`src/hdl/apm_params.svh`:
```
// Constants for the auto power management block: offsets, fields, timings
`ifndef APM_PARAMS_SVH
`define APM_PARAMS_SVH

// Floppy register offsets from the base
`define APM_OFS_STATUS_A 3'h0
`define APM_OFS_STATUS_B 3'h1
`define APM_OFS_DRIVE_OUT 3'h2
`define APM_OFS_RATE_SEL 3'h4
`define APM_OFS_MAIN_STAT 3'h4
`define APM_OFS_DATA 3'h5
`define APM_OFS_DISK_IN 3'h7
`define APM_OFS_RATE_CFG 3'h7

// Field positions
`define APM_DOR_RESET_N 2
`define APM_DOR_MOTOR_LO 4
`define APM_DSR_SWRESET 7
`define APM_CFG_FDC 0
`define APM_CFG_PAR 3
`define APM_CFG_UART0 4
`define APM_CFG_UART1 5
`define APM_DIRECT_FDC 0
`define APM_DIRECT_PAR 3
`define APM_DIRECT_UART0 4
`define APM_DIRECT_UART1 5

// Main status idle value
`define APM_MSR_IDLE 8'h80

// Extended port control mode codes
`define APM_ECR_SPP 3'h0
`define APM_ECR_BIDIR 3'h1
`define APM_ECR_EPP 3'h4

// Idle timer: 10 ms at 125 MHz
`define APM_IDLE_TIME_MS 10
`define APM_CLK_MHZ 125
`define APM_IDLE_CYCLES (`APM_IDLE_TIME_MS * `APM_CLK_MHZ * 1000)

`endif

```
`src/hdl/apm_pkg.sv`:
```
// Types for the auto power management block
package apm_pkg;

	typedef enum logic [1:0] {
		APM_FDC_AWAKE,
		APM_FDC_COUNT,
		APM_FDC_ASLEEP
	} apm_fdc_state_t;

	typedef struct packed {
		logic rd;
		logic wr;
		logic [2:0] addr;
		logic [7:0] wdata;
	} apm_host_acc_t;

	typedef struct packed {
		logic [1:0] motor_on;
		logic [1:0] drive_select;
		logic write_stream;
		logic write_gate;
		logic seek_sense;
		logic step;
		logic head_side;
		logic [1:0] density;
	} apm_fdd_pins_t;

	typedef struct packed {
		logic [1:0] motor_on;
		logic [1:0] drive_select;
		logic write_stream;
		logic write_gate;
	} apm_fdd_oe_t;

	typedef struct packed {
		logic thr_empty;
		logic tsr_empty;
		logic rx_fifo_empty;
		logic rx_idle;
		logic serial_rx_in;
		logic modem_bell_in;
		logic ri_int;
	} apm_uart_stat_t;

	typedef struct packed {
		logic epp_enabled;
		logic ecp_enabled;
		logic [2:0] ecr_mode;
	} apm_par_cfg_t;

	typedef struct packed {
		apm_fdc_state_t fdc_state;
		logic [20:0] idle_cnt;
		logic [7:0] drive_output_ctrl;
		logic [7:0] rate_select;
		logic [7:0] rate_config;
		logic [1:0] acc_sync;
		logic [1:0] rx0_sync;
		logic [1:0] rx1_sync;
		logic rx0_last;
		logic rx1_last;
		logic rx0_wake;
		logic rx1_wake;
		logic [1:0] tx_pd;
		logic [1:0] rx_pd;
		logic [1:0] ri_int;
		logic epp_pd;
		logic ecp_pd;
		logic [4:0] par_mode_last;
		logic par_eval;
	} apm_state_t;

endpackage

```
`src/hdl/apm_power_mgr.sv`:
```
// Auto power management for floppy, two UART channels and parallel port
// ****************************************************************
// Notes on behaviour
// ****************************************************************
// Notes on behaviour
// Status, control, rate and config accesses don't wake
// Main status read or data access wakes
// Motor enable or software reset wakes floppy
// System pins live; irq and dma held low
// Motor, select, write data, gate tristated asleep
// Step, direction, side, density stay driven
// Direct powerdown per function from config
// UART auto powerdown gated by bits four, five
// Transmitter sleeps when buffer and shifter empty
// Receiver sleeps when fifo empty and idle
// Ring interrupt follows bell input while asleep
// Transmit write or rx edge wakes UART
// Parallel auto powerdown gated by bit three
// EPP sleeps unless enabled and selected
// ECP sleeps unless enabled and ECP mode
// Parallel power re-evaluated on mode change
// Floppy sleeps: motors off, idle, timers expired
// Wake resumes state and restarts idle timer
// Clearing bit zero cancels timer, holds awake
// Sleeping accesses keep true status and writes
// Wake sources synchronised before clearing powerdown; the transmit write wake is not synchronised
`timescale 1ns/1ps
`include "apm_params.svh"

module apm_power_mgr
(
	input wire logic clk,
	input wire logic rst,
	input wire apm_pkg::apm_host_acc_t host_acc,
	output logic [7:0] host_rdata,
	input wire logic [7:0] status_a_in,
	input wire logic [7:0] status_b_in,
	input wire logic [7:0] main_status_in,
	input wire logic [7:0] data_fifo_in,
	input wire logic [7:0] disk_input_in,
	input wire logic fdc_int_in,
	input wire logic head_unload_expired,
	input wire logic fdc_irq_core,
	input wire logic fdc_drq_core,
	output logic interrupt_req_out,
	output logic dma_req_out,
	input wire apm_pkg::apm_fdd_pins_t fdd_core,
	output apm_pkg::apm_fdd_pins_t fdd_out,
	output apm_pkg::apm_fdd_oe_t fdd_oe,
	output logic [7:0] drive_output_ctrl,
	output logic [7:0] rate_select_reg,
	output logic [7:0] rate_config_ctrl,
	input wire logic [7:0] direct_powerdown_cfg,
	input wire logic [7:0] auto_powerdown_cfg,
	input wire apm_pkg::apm_uart_stat_t uart0,
	input wire apm_pkg::apm_uart_stat_t uart1,
	input wire logic [1:0] tx_buf_write,
	output logic [1:0] uart_tx_pd,
	output logic [1:0] uart_rx_pd,
	output logic [1:0] uart_ri_int,
	input wire apm_pkg::apm_par_cfg_t par_cfg,
	output logic epp_pd,
	output logic ecp_pd,
	output logic fdc_pd
);

	localparam logic [20:0] IDLE_LAST = 21'(`APM_IDLE_CYCLES - 1);

	apm_pkg::apm_state_t st;
	apm_pkg::apm_state_t next_st;

	// ****************************************************************
	// Access decode
	// ****************************************************************
	function automatic logic is_wake_access(input apm_pkg::apm_host_acc_t a);
		logic w;
		w = 1'b0;
		if (a.rd && a.addr == `APM_OFS_MAIN_STAT)
			w = 1'b1;
		if ((a.rd || a.wr) && a.addr == `APM_OFS_DATA)
			w = 1'b1;
		if (a.wr && a.addr == `APM_OFS_DRIVE_OUT)
		begin
			if (a.wdata[`APM_DOR_MOTOR_LO+:4] != 4'h0 || !a.wdata[`APM_DOR_RESET_N])
				w = 1'b1;
		end
		if (a.wr && a.addr == `APM_OFS_RATE_SEL && a.wdata[`APM_DSR_SWRESET])
			w = 1'b1;
		return w;
	endfunction

	// Sleep decision for one UART direction
	function automatic logic uart_sleep(input logic en, input logic idle, input logic wake);
		return en && idle && !wake;
	endfunction

	logic fdc_asleep;
	logic fdc_idle;
	logic auto_fdc_en;
	logic [4:0] par_mode_now;

	assign fdc_asleep = st.fdc_state == apm_pkg::APM_FDC_ASLEEP;
	assign auto_fdc_en = auto_powerdown_cfg[`APM_CFG_FDC];
	assign fdc_idle = st.drive_output_ctrl[`APM_DOR_MOTOR_LO+:4] == 4'h0
		&& main_status_in == `APM_MSR_IDLE && !fdc_int_in && head_unload_expired;
	assign par_mode_now = {par_cfg.epp_enabled, par_cfg.ecp_enabled, par_cfg.ecr_mode};

	// ****************************************************************
	// Next state
	// ****************************************************************
	always_comb
	begin
		next_st = st;
		// Access and rx wake flags pass a two-stage synchroniser first
		next_st.acc_sync = {st.acc_sync[0], is_wake_access(host_acc)};
		next_st.rx0_sync = {st.rx0_sync[0], uart0.serial_rx_in};
		next_st.rx1_sync = {st.rx1_sync[0], uart1.serial_rx_in};
		next_st.rx0_last = st.rx0_sync[1];
		next_st.rx1_last = st.rx1_sync[1];
		next_st.rx0_wake = st.rx0_sync[1] != st.rx0_last;
		next_st.rx1_wake = st.rx1_sync[1] != st.rx1_last;

		// Writes are kept even while asleep
		if (host_acc.wr)
		begin
			unique case (host_acc.addr)
				`APM_OFS_DRIVE_OUT: next_st.drive_output_ctrl = host_acc.wdata;
				`APM_OFS_RATE_SEL: next_st.rate_select = host_acc.wdata;
				`APM_OFS_RATE_CFG: next_st.rate_config = host_acc.wdata;
				default: ;
			endcase
		end

		if (!auto_fdc_en)
		begin
			next_st.fdc_state = apm_pkg::APM_FDC_AWAKE;
			next_st.idle_cnt = '0;
		end
		else
		begin
			unique case (st.fdc_state)
				apm_pkg::APM_FDC_AWAKE:
				begin
					next_st.idle_cnt = '0;
					next_st.fdc_state = apm_pkg::APM_FDC_COUNT;
				end
				apm_pkg::APM_FDC_COUNT:
				begin
					if (st.acc_sync[1])
						next_st.idle_cnt = '0;
					else if (st.idle_cnt != IDLE_LAST)
						next_st.idle_cnt = st.idle_cnt + 21'h1;
					else if (fdc_idle)
						next_st.fdc_state = apm_pkg::APM_FDC_ASLEEP;
				end
				apm_pkg::APM_FDC_ASLEEP:
				begin
					if (st.acc_sync[1])
					begin
						next_st.fdc_state = apm_pkg::APM_FDC_COUNT;
						next_st.idle_cnt = '0;
					end
				end
			endcase
		end

		// UART channels
		next_st.tx_pd[0] = uart_sleep(auto_powerdown_cfg[`APM_CFG_UART0],
			uart0.thr_empty && uart0.tsr_empty, tx_buf_write[0]);
		next_st.tx_pd[1] = uart_sleep(auto_powerdown_cfg[`APM_CFG_UART1],
			uart1.thr_empty && uart1.tsr_empty, tx_buf_write[1]);
		next_st.rx_pd[0] = uart_sleep(auto_powerdown_cfg[`APM_CFG_UART0],
			uart0.rx_fifo_empty && uart0.rx_idle, st.rx0_wake);
		next_st.rx_pd[1] = uart_sleep(auto_powerdown_cfg[`APM_CFG_UART1],
			uart1.rx_fifo_empty && uart1.rx_idle, st.rx1_wake);
		// Ring interrupt never gated by powerdown
		next_st.ri_int = {uart1.ri_int, uart0.ri_int};

		// Parallel port evaluated when a mode input moves or the auto bit turns on
		next_st.par_mode_last = par_mode_now;
		next_st.par_eval = par_mode_now != st.par_mode_last
			|| auto_powerdown_cfg[`APM_CFG_PAR] != (st.epp_pd || st.ecp_pd || st.par_eval);
		if (!auto_powerdown_cfg[`APM_CFG_PAR])
		begin
			next_st.epp_pd = 1'b0;
			next_st.ecp_pd = 1'b0;
		end
		else if (st.par_eval || par_mode_now != st.par_mode_last)
		begin
			next_st.epp_pd = !par_cfg.epp_enabled
				|| (par_cfg.ecp_enabled && par_cfg.ecr_mode != `APM_ECR_EPP);
			next_st.ecp_pd = !par_cfg.ecp_enabled || par_cfg.ecr_mode == `APM_ECR_SPP
				|| par_cfg.ecr_mode == `APM_ECR_BIDIR
				|| par_cfg.ecr_mode == `APM_ECR_EPP;
		end
	end

	always_ff @(posedge clk or posedge rst)
	begin
		if (rst)
		begin
			st <= '0;
			st.fdc_state <= apm_pkg::APM_FDC_AWAKE;
			st.drive_output_ctrl <= 8'h04;
			st.par_eval <= 1'b1;
			// Serial lines idle high, so no false rx edge right after reset
			st.rx0_sync <= 2'h3;
			st.rx1_sync <= 2'h3;
			st.rx0_last <= 1'b1;
			st.rx1_last <= 1'b1;
		end
		else
			st <= next_st;
	end

	// ****************************************************************
	// Outputs
	// ****************************************************************
	logic fdc_off;
	assign fdc_off = fdc_asleep || direct_powerdown_cfg[`APM_DIRECT_FDC];
	assign fdc_pd = fdc_off;

	// Sleeping reads still show live status
	always_comb
	begin
		unique case (host_acc.addr)
			`APM_OFS_STATUS_A: host_rdata = status_a_in;
			`APM_OFS_STATUS_B: host_rdata = status_b_in;
			`APM_OFS_DRIVE_OUT: host_rdata = st.drive_output_ctrl;
			`APM_OFS_MAIN_STAT: host_rdata = main_status_in;
			`APM_OFS_DATA: host_rdata = data_fifo_in;
			`APM_OFS_DISK_IN: host_rdata = disk_input_in;
			default: host_rdata = 8'h00;
		endcase
	end

	assign interrupt_req_out = fdc_irq_core && !fdc_off;
	assign dma_req_out = fdc_drq_core && !fdc_off;

	// Motor, select and write lines to the drive float so no current flows into it
	always_comb
	begin
		fdd_out = fdd_core;
		fdd_oe.motor_on = {2{!fdc_off}};
		fdd_oe.drive_select = {2{!fdc_off}};
		fdd_oe.write_stream = !fdc_off;
		fdd_oe.write_gate = !fdc_off;
	end

	assign drive_output_ctrl = st.drive_output_ctrl;
	assign rate_select_reg = st.rate_select;
	assign rate_config_ctrl = st.rate_config;
	assign uart_tx_pd = st.tx_pd | {direct_powerdown_cfg[`APM_DIRECT_UART1],
		direct_powerdown_cfg[`APM_DIRECT_UART0]};
	assign uart_rx_pd = st.rx_pd | {direct_powerdown_cfg[`APM_DIRECT_UART1],
		direct_powerdown_cfg[`APM_DIRECT_UART0]};
	assign uart_ri_int = st.ri_int;
	assign epp_pd = st.epp_pd || direct_powerdown_cfg[`APM_DIRECT_PAR];
	assign ecp_pd = st.ecp_pd || direct_powerdown_cfg[`APM_DIRECT_PAR];

endmodule

```
`config.mk`:
```
export PLATFORM = sky130hd
export DESIGN_NAME = apm_power_mgr
export DESIGN_NICKNAME = d
export VERILOG_FILES = /design/src/hdl/apm_pkg.sv /design/src/hdl/apm_power_mgr.sv
export VERILOG_INCLUDE_DIRS = /design/src /design/src/hdl
export SDC_FILE = /design/constraint.sdc
export NUM_CORES = 1
export LEC_CHECK = 0
export ABC_AREA = 1
export BUFFER_PORTS_ARGS = -buffer_cell sky130_fd_sc_hd__buf_2
export CORE_ASPECT_RATIO = 0.9
export CORE_UTILIZATION = 44
export DETAILED_ROUTE_END_ITERATION = 8
export GPL_ROUTABILITY_DRIVEN = 0
export PLACE_DENSITY = 0.85
export SYNTH_ARGS = -nofsm -noshare
export SYNTH_HDL_FRONTEND = slang
export SYNTH_SLANG_ARGS = --single-unit
```
`constraint.sdc`:
```
create_clock -name clk -period 1.8 [get_ports clk]
set_input_delay 0.09 -clock clk [delete_from_list [all_inputs] [get_ports clk]]
set_output_delay 0.09 -clock clk [all_outputs]
set_load 0.02 [all_outputs]
```
# After elaboration in Yosys (flattened, before gate mapping)
# Cells that the tools add are included.
[word_totals]
word_cells = 115
latchBits = 0
memories = 0
output_inout_bits = 60
mem_bits_rw = 0
rom_bits = 0
register_bits = 71
inputBits = 107
[classes]
n_bitwise = 2
n_mux = 16
reduce_logical = 55
eq_ne = 22
multipliers = 0
shifts = 0
div_mod_pow = 0
add_sub_neg = 1
order_cmp = 0
[op_table]
columns = ["operator", "n"]
rows = [
  ["23-bit case mux with 3 select lines", 1],
  ["8-bit case mux with 6 select lines", 1],
  ["23-bit two-way mux", 2],
  ["21-bit two-way mux", 2],
  ["1-bit logical AND", 23],
  ["21-bit by 1-bit adder with 21-bit output (second input constant)", 1],
  ["21-bit inequality test (second input constant)", 1],
  ["3-bit inequality test (second input constant)", 5],
  ["1-bit logical OR", 13],
  ["3-bit == test (second input constant)", 4],
  ["2-bit two-way mux", 5],
  ["1-bit zero test", 9],
  ["8-bit == test (second input constant)", 1],
  ["2-bit AND reduction", 4],
  ["3-bit by 1-bit == test with 1-bit output (second input constant)", 2],
  ["3-bit zero test", 2],
  ["1-bit two-way mux", 5],
  ["5-bit inequality test", 1],
  ["4-bit zero test", 1],
  ["4-bit inequality test (second input constant)", 1],
  ["2-bit bitwise OR", 2],
  ["4-bit AND reduction", 1],
  ["4-bit nonzero test", 1],
  ["3-bit by 2-bit == test with 1-bit output (second input constant)", 1],
  ["5 further kinds", 7],
]

# Logic depth before layout (Yosys ltp)
[depth]
depth_word = 9
ltp_mapped = 11

# Worst setup path after synthesis
# OpenSTA, ideal clock, no wires.
[synth_timing]
kind = "register to output"
start = "register st[70] in the netlist's numbering"
end = "output dma_req_out"
path_slack_ns = 0.085
t_required_ns = 1.710
t_arrival_ns = 1.625
stages_incl_launch_ff = 6
path_cell_list = "dfrtp_1 inv_1 nor2_1 nor2_1 inv_1 nor2_1"
[synth_lines]
columns = ["item", "line", "text"]
rows = [
  ["start, declared", "apm_power_mgr.sv:69", "apm_pkg::apm_state_t st;"],
  ["start signal, assigned", "apm_power_mgr.sv:213", "st <= next_st;"],
  ["end, declared", "apm_power_mgr.sv:46", "output logic dma_req_out,"],
]

# Worst setup path after layout
[layout_timing]
start = "register st[48] in the netlist's numbering"
end = "register st[63] in the netlist's numbering"
[layout_via]
elab_chain_len = 5
[layout_rtl]
columns = ["item", "line", "text"]
rows = [
  ["21-bit by 1-bit adder with 21-bit output", "apm_power_mgr.sv:152", "next_st.idle_cnt = st.idle_cnt + 21'h1;"],
  ["21-bit two-way mux", "apm_power_mgr.sv:151", "else if (st.idle_cnt != IDLE_LAST)"],
  ["21-bit two-way mux", "apm_power_mgr.sv:149", "if (st.acc_sync[1])"],
  ["23-bit case mux with 3 select lines", "apm_power_mgr.sv:141", "unique case (st.fdc_state)"],
  ["23-bit two-way mux", "apm_power_mgr.sv:134", "if (!auto_fdc_en)"],
]
# Parallel ways exist; a longest one is shown, timed or not. The select of a mux whose other input is x is not followed.
# A chain may end at the register's enable or synchronous reset.

==> reports/results.ini <==
[critical_path]
crit_required_ns = 2.07
cp-start-kind = register
crit_path_max_incr_delay_ns = 0.40
crit_chain = ha_2 > nand3_2 > nor2_2 > nand3_2 > nand2_4 > nand2_8 > inv_4 > nand2_1 > o21ai_0
worst_path_max_delay_cell = dfrtp_1
worstPathArrival_ns = 1.90
cp-end-kind = register
crit_top_cell = nand3_2
crit_type = register to register
cp_max_fo = 19

[timing]
clock_skew_ns = 0.00865
report.final.slew_viol_count = 0
slew_headroom_pct = 61.0
min_period_ns = 1.63
tns_ns = 0
setup_ws_ns = 0.169
hold_violations = 0
rsz0062_at_grt = no
setup_viol = 0
worstMarginPinSlew_ns = 0.582
fmax_mhz = 613
fin_crit_sh_pct = 90.6

[power]
p_sw_share_pct = 31.9
leakagePower_nw = 2.56
p_switching_mw = 1.27
power_frac_seq_pct = 45.8
internal_power_mw = 2.72
power.density_nw_per_um2 = 784
share_comb_of_total_power_pct = 21.7
power_mw = 3.99
p_clk_share_pct = 32.5
ir_worst_vdd_mv = 0.423

[synth]
avgSynthCellArea_um2 = 7.86
ys_types = 34
ys_seq_area_share_pct = 43.1
yosysWarnings = 0
syn_inst = 528
netlist_area_um2 = 4150
syn_nets = 636
ys_seq_elements = 71

[global_routing]
gr-total-overflow = 0
grt_usage_pct = 21.7
grt_pass1_wl_um = 16700
grt_pass1_vias = 3868
grt_max_degree = 72
antenna_found_initial = 0

[clock_network]
cts_buffers = 9
post_cts_buffers = 0
cts_root_buffer = clkbuf_8
clk_latency_ns = 0.36
clk_pin_slew_ns = 0.08
cts_tree = done
cts.sinks = 71
clock_path_buffers = 2
h-tree-depth = 3

[placed_design]
dp_slack_ns = 0.113
hpwl_um = 7550
port-buffer-count = 134
dpl_cell_area_um2 = 4640

[routing]
dr_total_vias = 3934
drc = 0
ant_nets = 0
wl_um = 10400
wl_per_cell_um = 13.3
drt-vias-per-instance = 5.04
dr.pass1.iters = 5
drtIter0Drc = 193

[final_layout]
final_nets = 761
top_register = st
fin_area_um2 = 5100
area_growth_pct = 22.9
largest_reg_flops = 40
antenna_cells = 0
fillerInstances = 798
layout_common_cells = 134 x buf_2, 117 x nand2_1, 63 x dfrtp_1
final_util_pct = 55.8
mostFrequentLayoutCell = buf_2
drive_above_1_share_pct = 31.0

[outcome]
status = finished clean

[die]
initial_core_util_pct = 45.5
rows = 33
die_w_um = 104
core_um2 = 9130
die_y_um = 94.1
die_area_um2 = 9820
boundaryPins = 167

[worst_hold_path]
hp-class = primary input to register

[flow_run]
maxCapViolations = 0

-- path summary, 6_finish.rpt --
check	startpoint	endpoint	slack, ns	depth (start not counted)
min in group asynchronous	rst	st[60]$_DFFE_PP0P_	0.39	4
max in group asynchronous	rst	st[0]$_DFF_PP1_	1.09	4
worst min register to register	next_st[21]$_DFF_PP1_	next_st[17]$_DFF_PP1_	0.36	0
worst max-delay path	st[48]$_DFFE_PP0P_	st[63]$_DFFE_PP0P_	0.17	9
worst max register to register	st[48]$_DFFE_PP0P_	st[63]$_DFFE_PP0P_	0.17	9
worst min-delay path	host_acc[5]	drive_output_ctrl[5]$_DFFE_PP0P_	0.02	3
-- cell type report --
type / count / area [µm²] / share of cell area, %
inverter: 64 / 246 / 4.84
timing repair buffer: 162 / 956 / 18.8
clock buffer: 9 / 124 / 2.43
clock inverter: 7 / 77.6 / 1.52
tap: 122 / 153 / 3.00
sequential: 71 / 1790 / 35.1
multi-input combinational: 345 / 1750 / 34.4
-- cell families after synthesis --
kind of cell             Yosys count  share of synthesized area (%)
AO/OA/AOI/OAI                     69                           10.2
adder cells (fa/ha/maj)            1                          0.302
XOR/XNOR                           9                           1.90
AND/OR/NAND/NOR                  266                           29.7
flip-flops                        71                           43.1
buffers and inverters            112                           14.8
-- synthesized netlist by cell type --
cell        n  share of area, %
a21o_1      1              0.18
a21oi_1    16               1.9
a21oi_2     1              0.21
a22oi_1     7               1.3
buf_2       1              0.12
buf_4      44               8.0
buf_6       2              0.54
buf_8       1              0.36
dfrtp_1    63                38
dfstp_2     8               5.1
ha_1        1              0.30
inv_1      60               5.4
inv_2       4              0.36
nand2_1   117                11
nand2_2     4              0.60
nand2_4     3              0.81
nand2_8     1              0.48
nand3_1    57               6.9
nand3_2     4              0.97
nand4_1    10               1.5
nor2_1     50               4.5
nor2_2      2              0.30
nor2_4      4               1.1
nor3_1      7              0.84
nor3_2      1              0.24
nor4_1      2              0.30
o21ai_0    22               2.7
o21ai_1     7              0.84
o21ai_2    12               2.5
o21bai_1    1              0.18
o311ai_0    1              0.21
o31ai_1     1              0.18
or2_2       4              0.60
xor2_1      9               1.9
-- per-layer routing --
metal / up-vias / GRT usage [%] / share of wire [%]
met5: - / 0 / 0
met4: 0 / 11.1 / 3.1
met3: 32 / 5.13 / 6.7
met2: 189 / 39.7 / 51
met1: 1799 / 23.4 / 39
li1: 1914 / - / -
-- metrics by stage --
step,cells,hold WS (ns)
floorplan,528,0.0945
global placement,739,0.180
detailed placement,739,0.180
CTS,780,0.00670
global route,780,0.0215
finish,780,0.0194
-- worst max-delay path: cells and delay by family (launching register included) --
kind,cells,cell delay [ns]
and+or+nand+nor,6,0.69
DFF,1,0.40
adders and majority gates,1,0.24
buffers and inverters,1,0.14
AOI/OAI and AO/OA,1,0.08
-- power by group through the flow --
| stage | sequential [mW] | clock (mW) | combinational (mW) |
|---|---|---|---|
| finish | 1.83 | 1.30 | 0.866 |
| global route | 1.84 | 1.39 | 0.939 |
| CTS | 1.83 | 1.33 | 0.863 |
| detailed placement | 1.85 | 0 | 0.826 |
| global placement | 1.85 | 0 | 0.805 |
| floorplan | 1.83 | 0 | 0.684 |
-- repair_timing --
action / CTS / global route
hold buffers: 25 / 0
setup endpoints to repair: 0 / 10
endpoints found under the hold margin: 83 / 0
resized for setup: 0 / 3
Power figures use the tool's default switching activity.
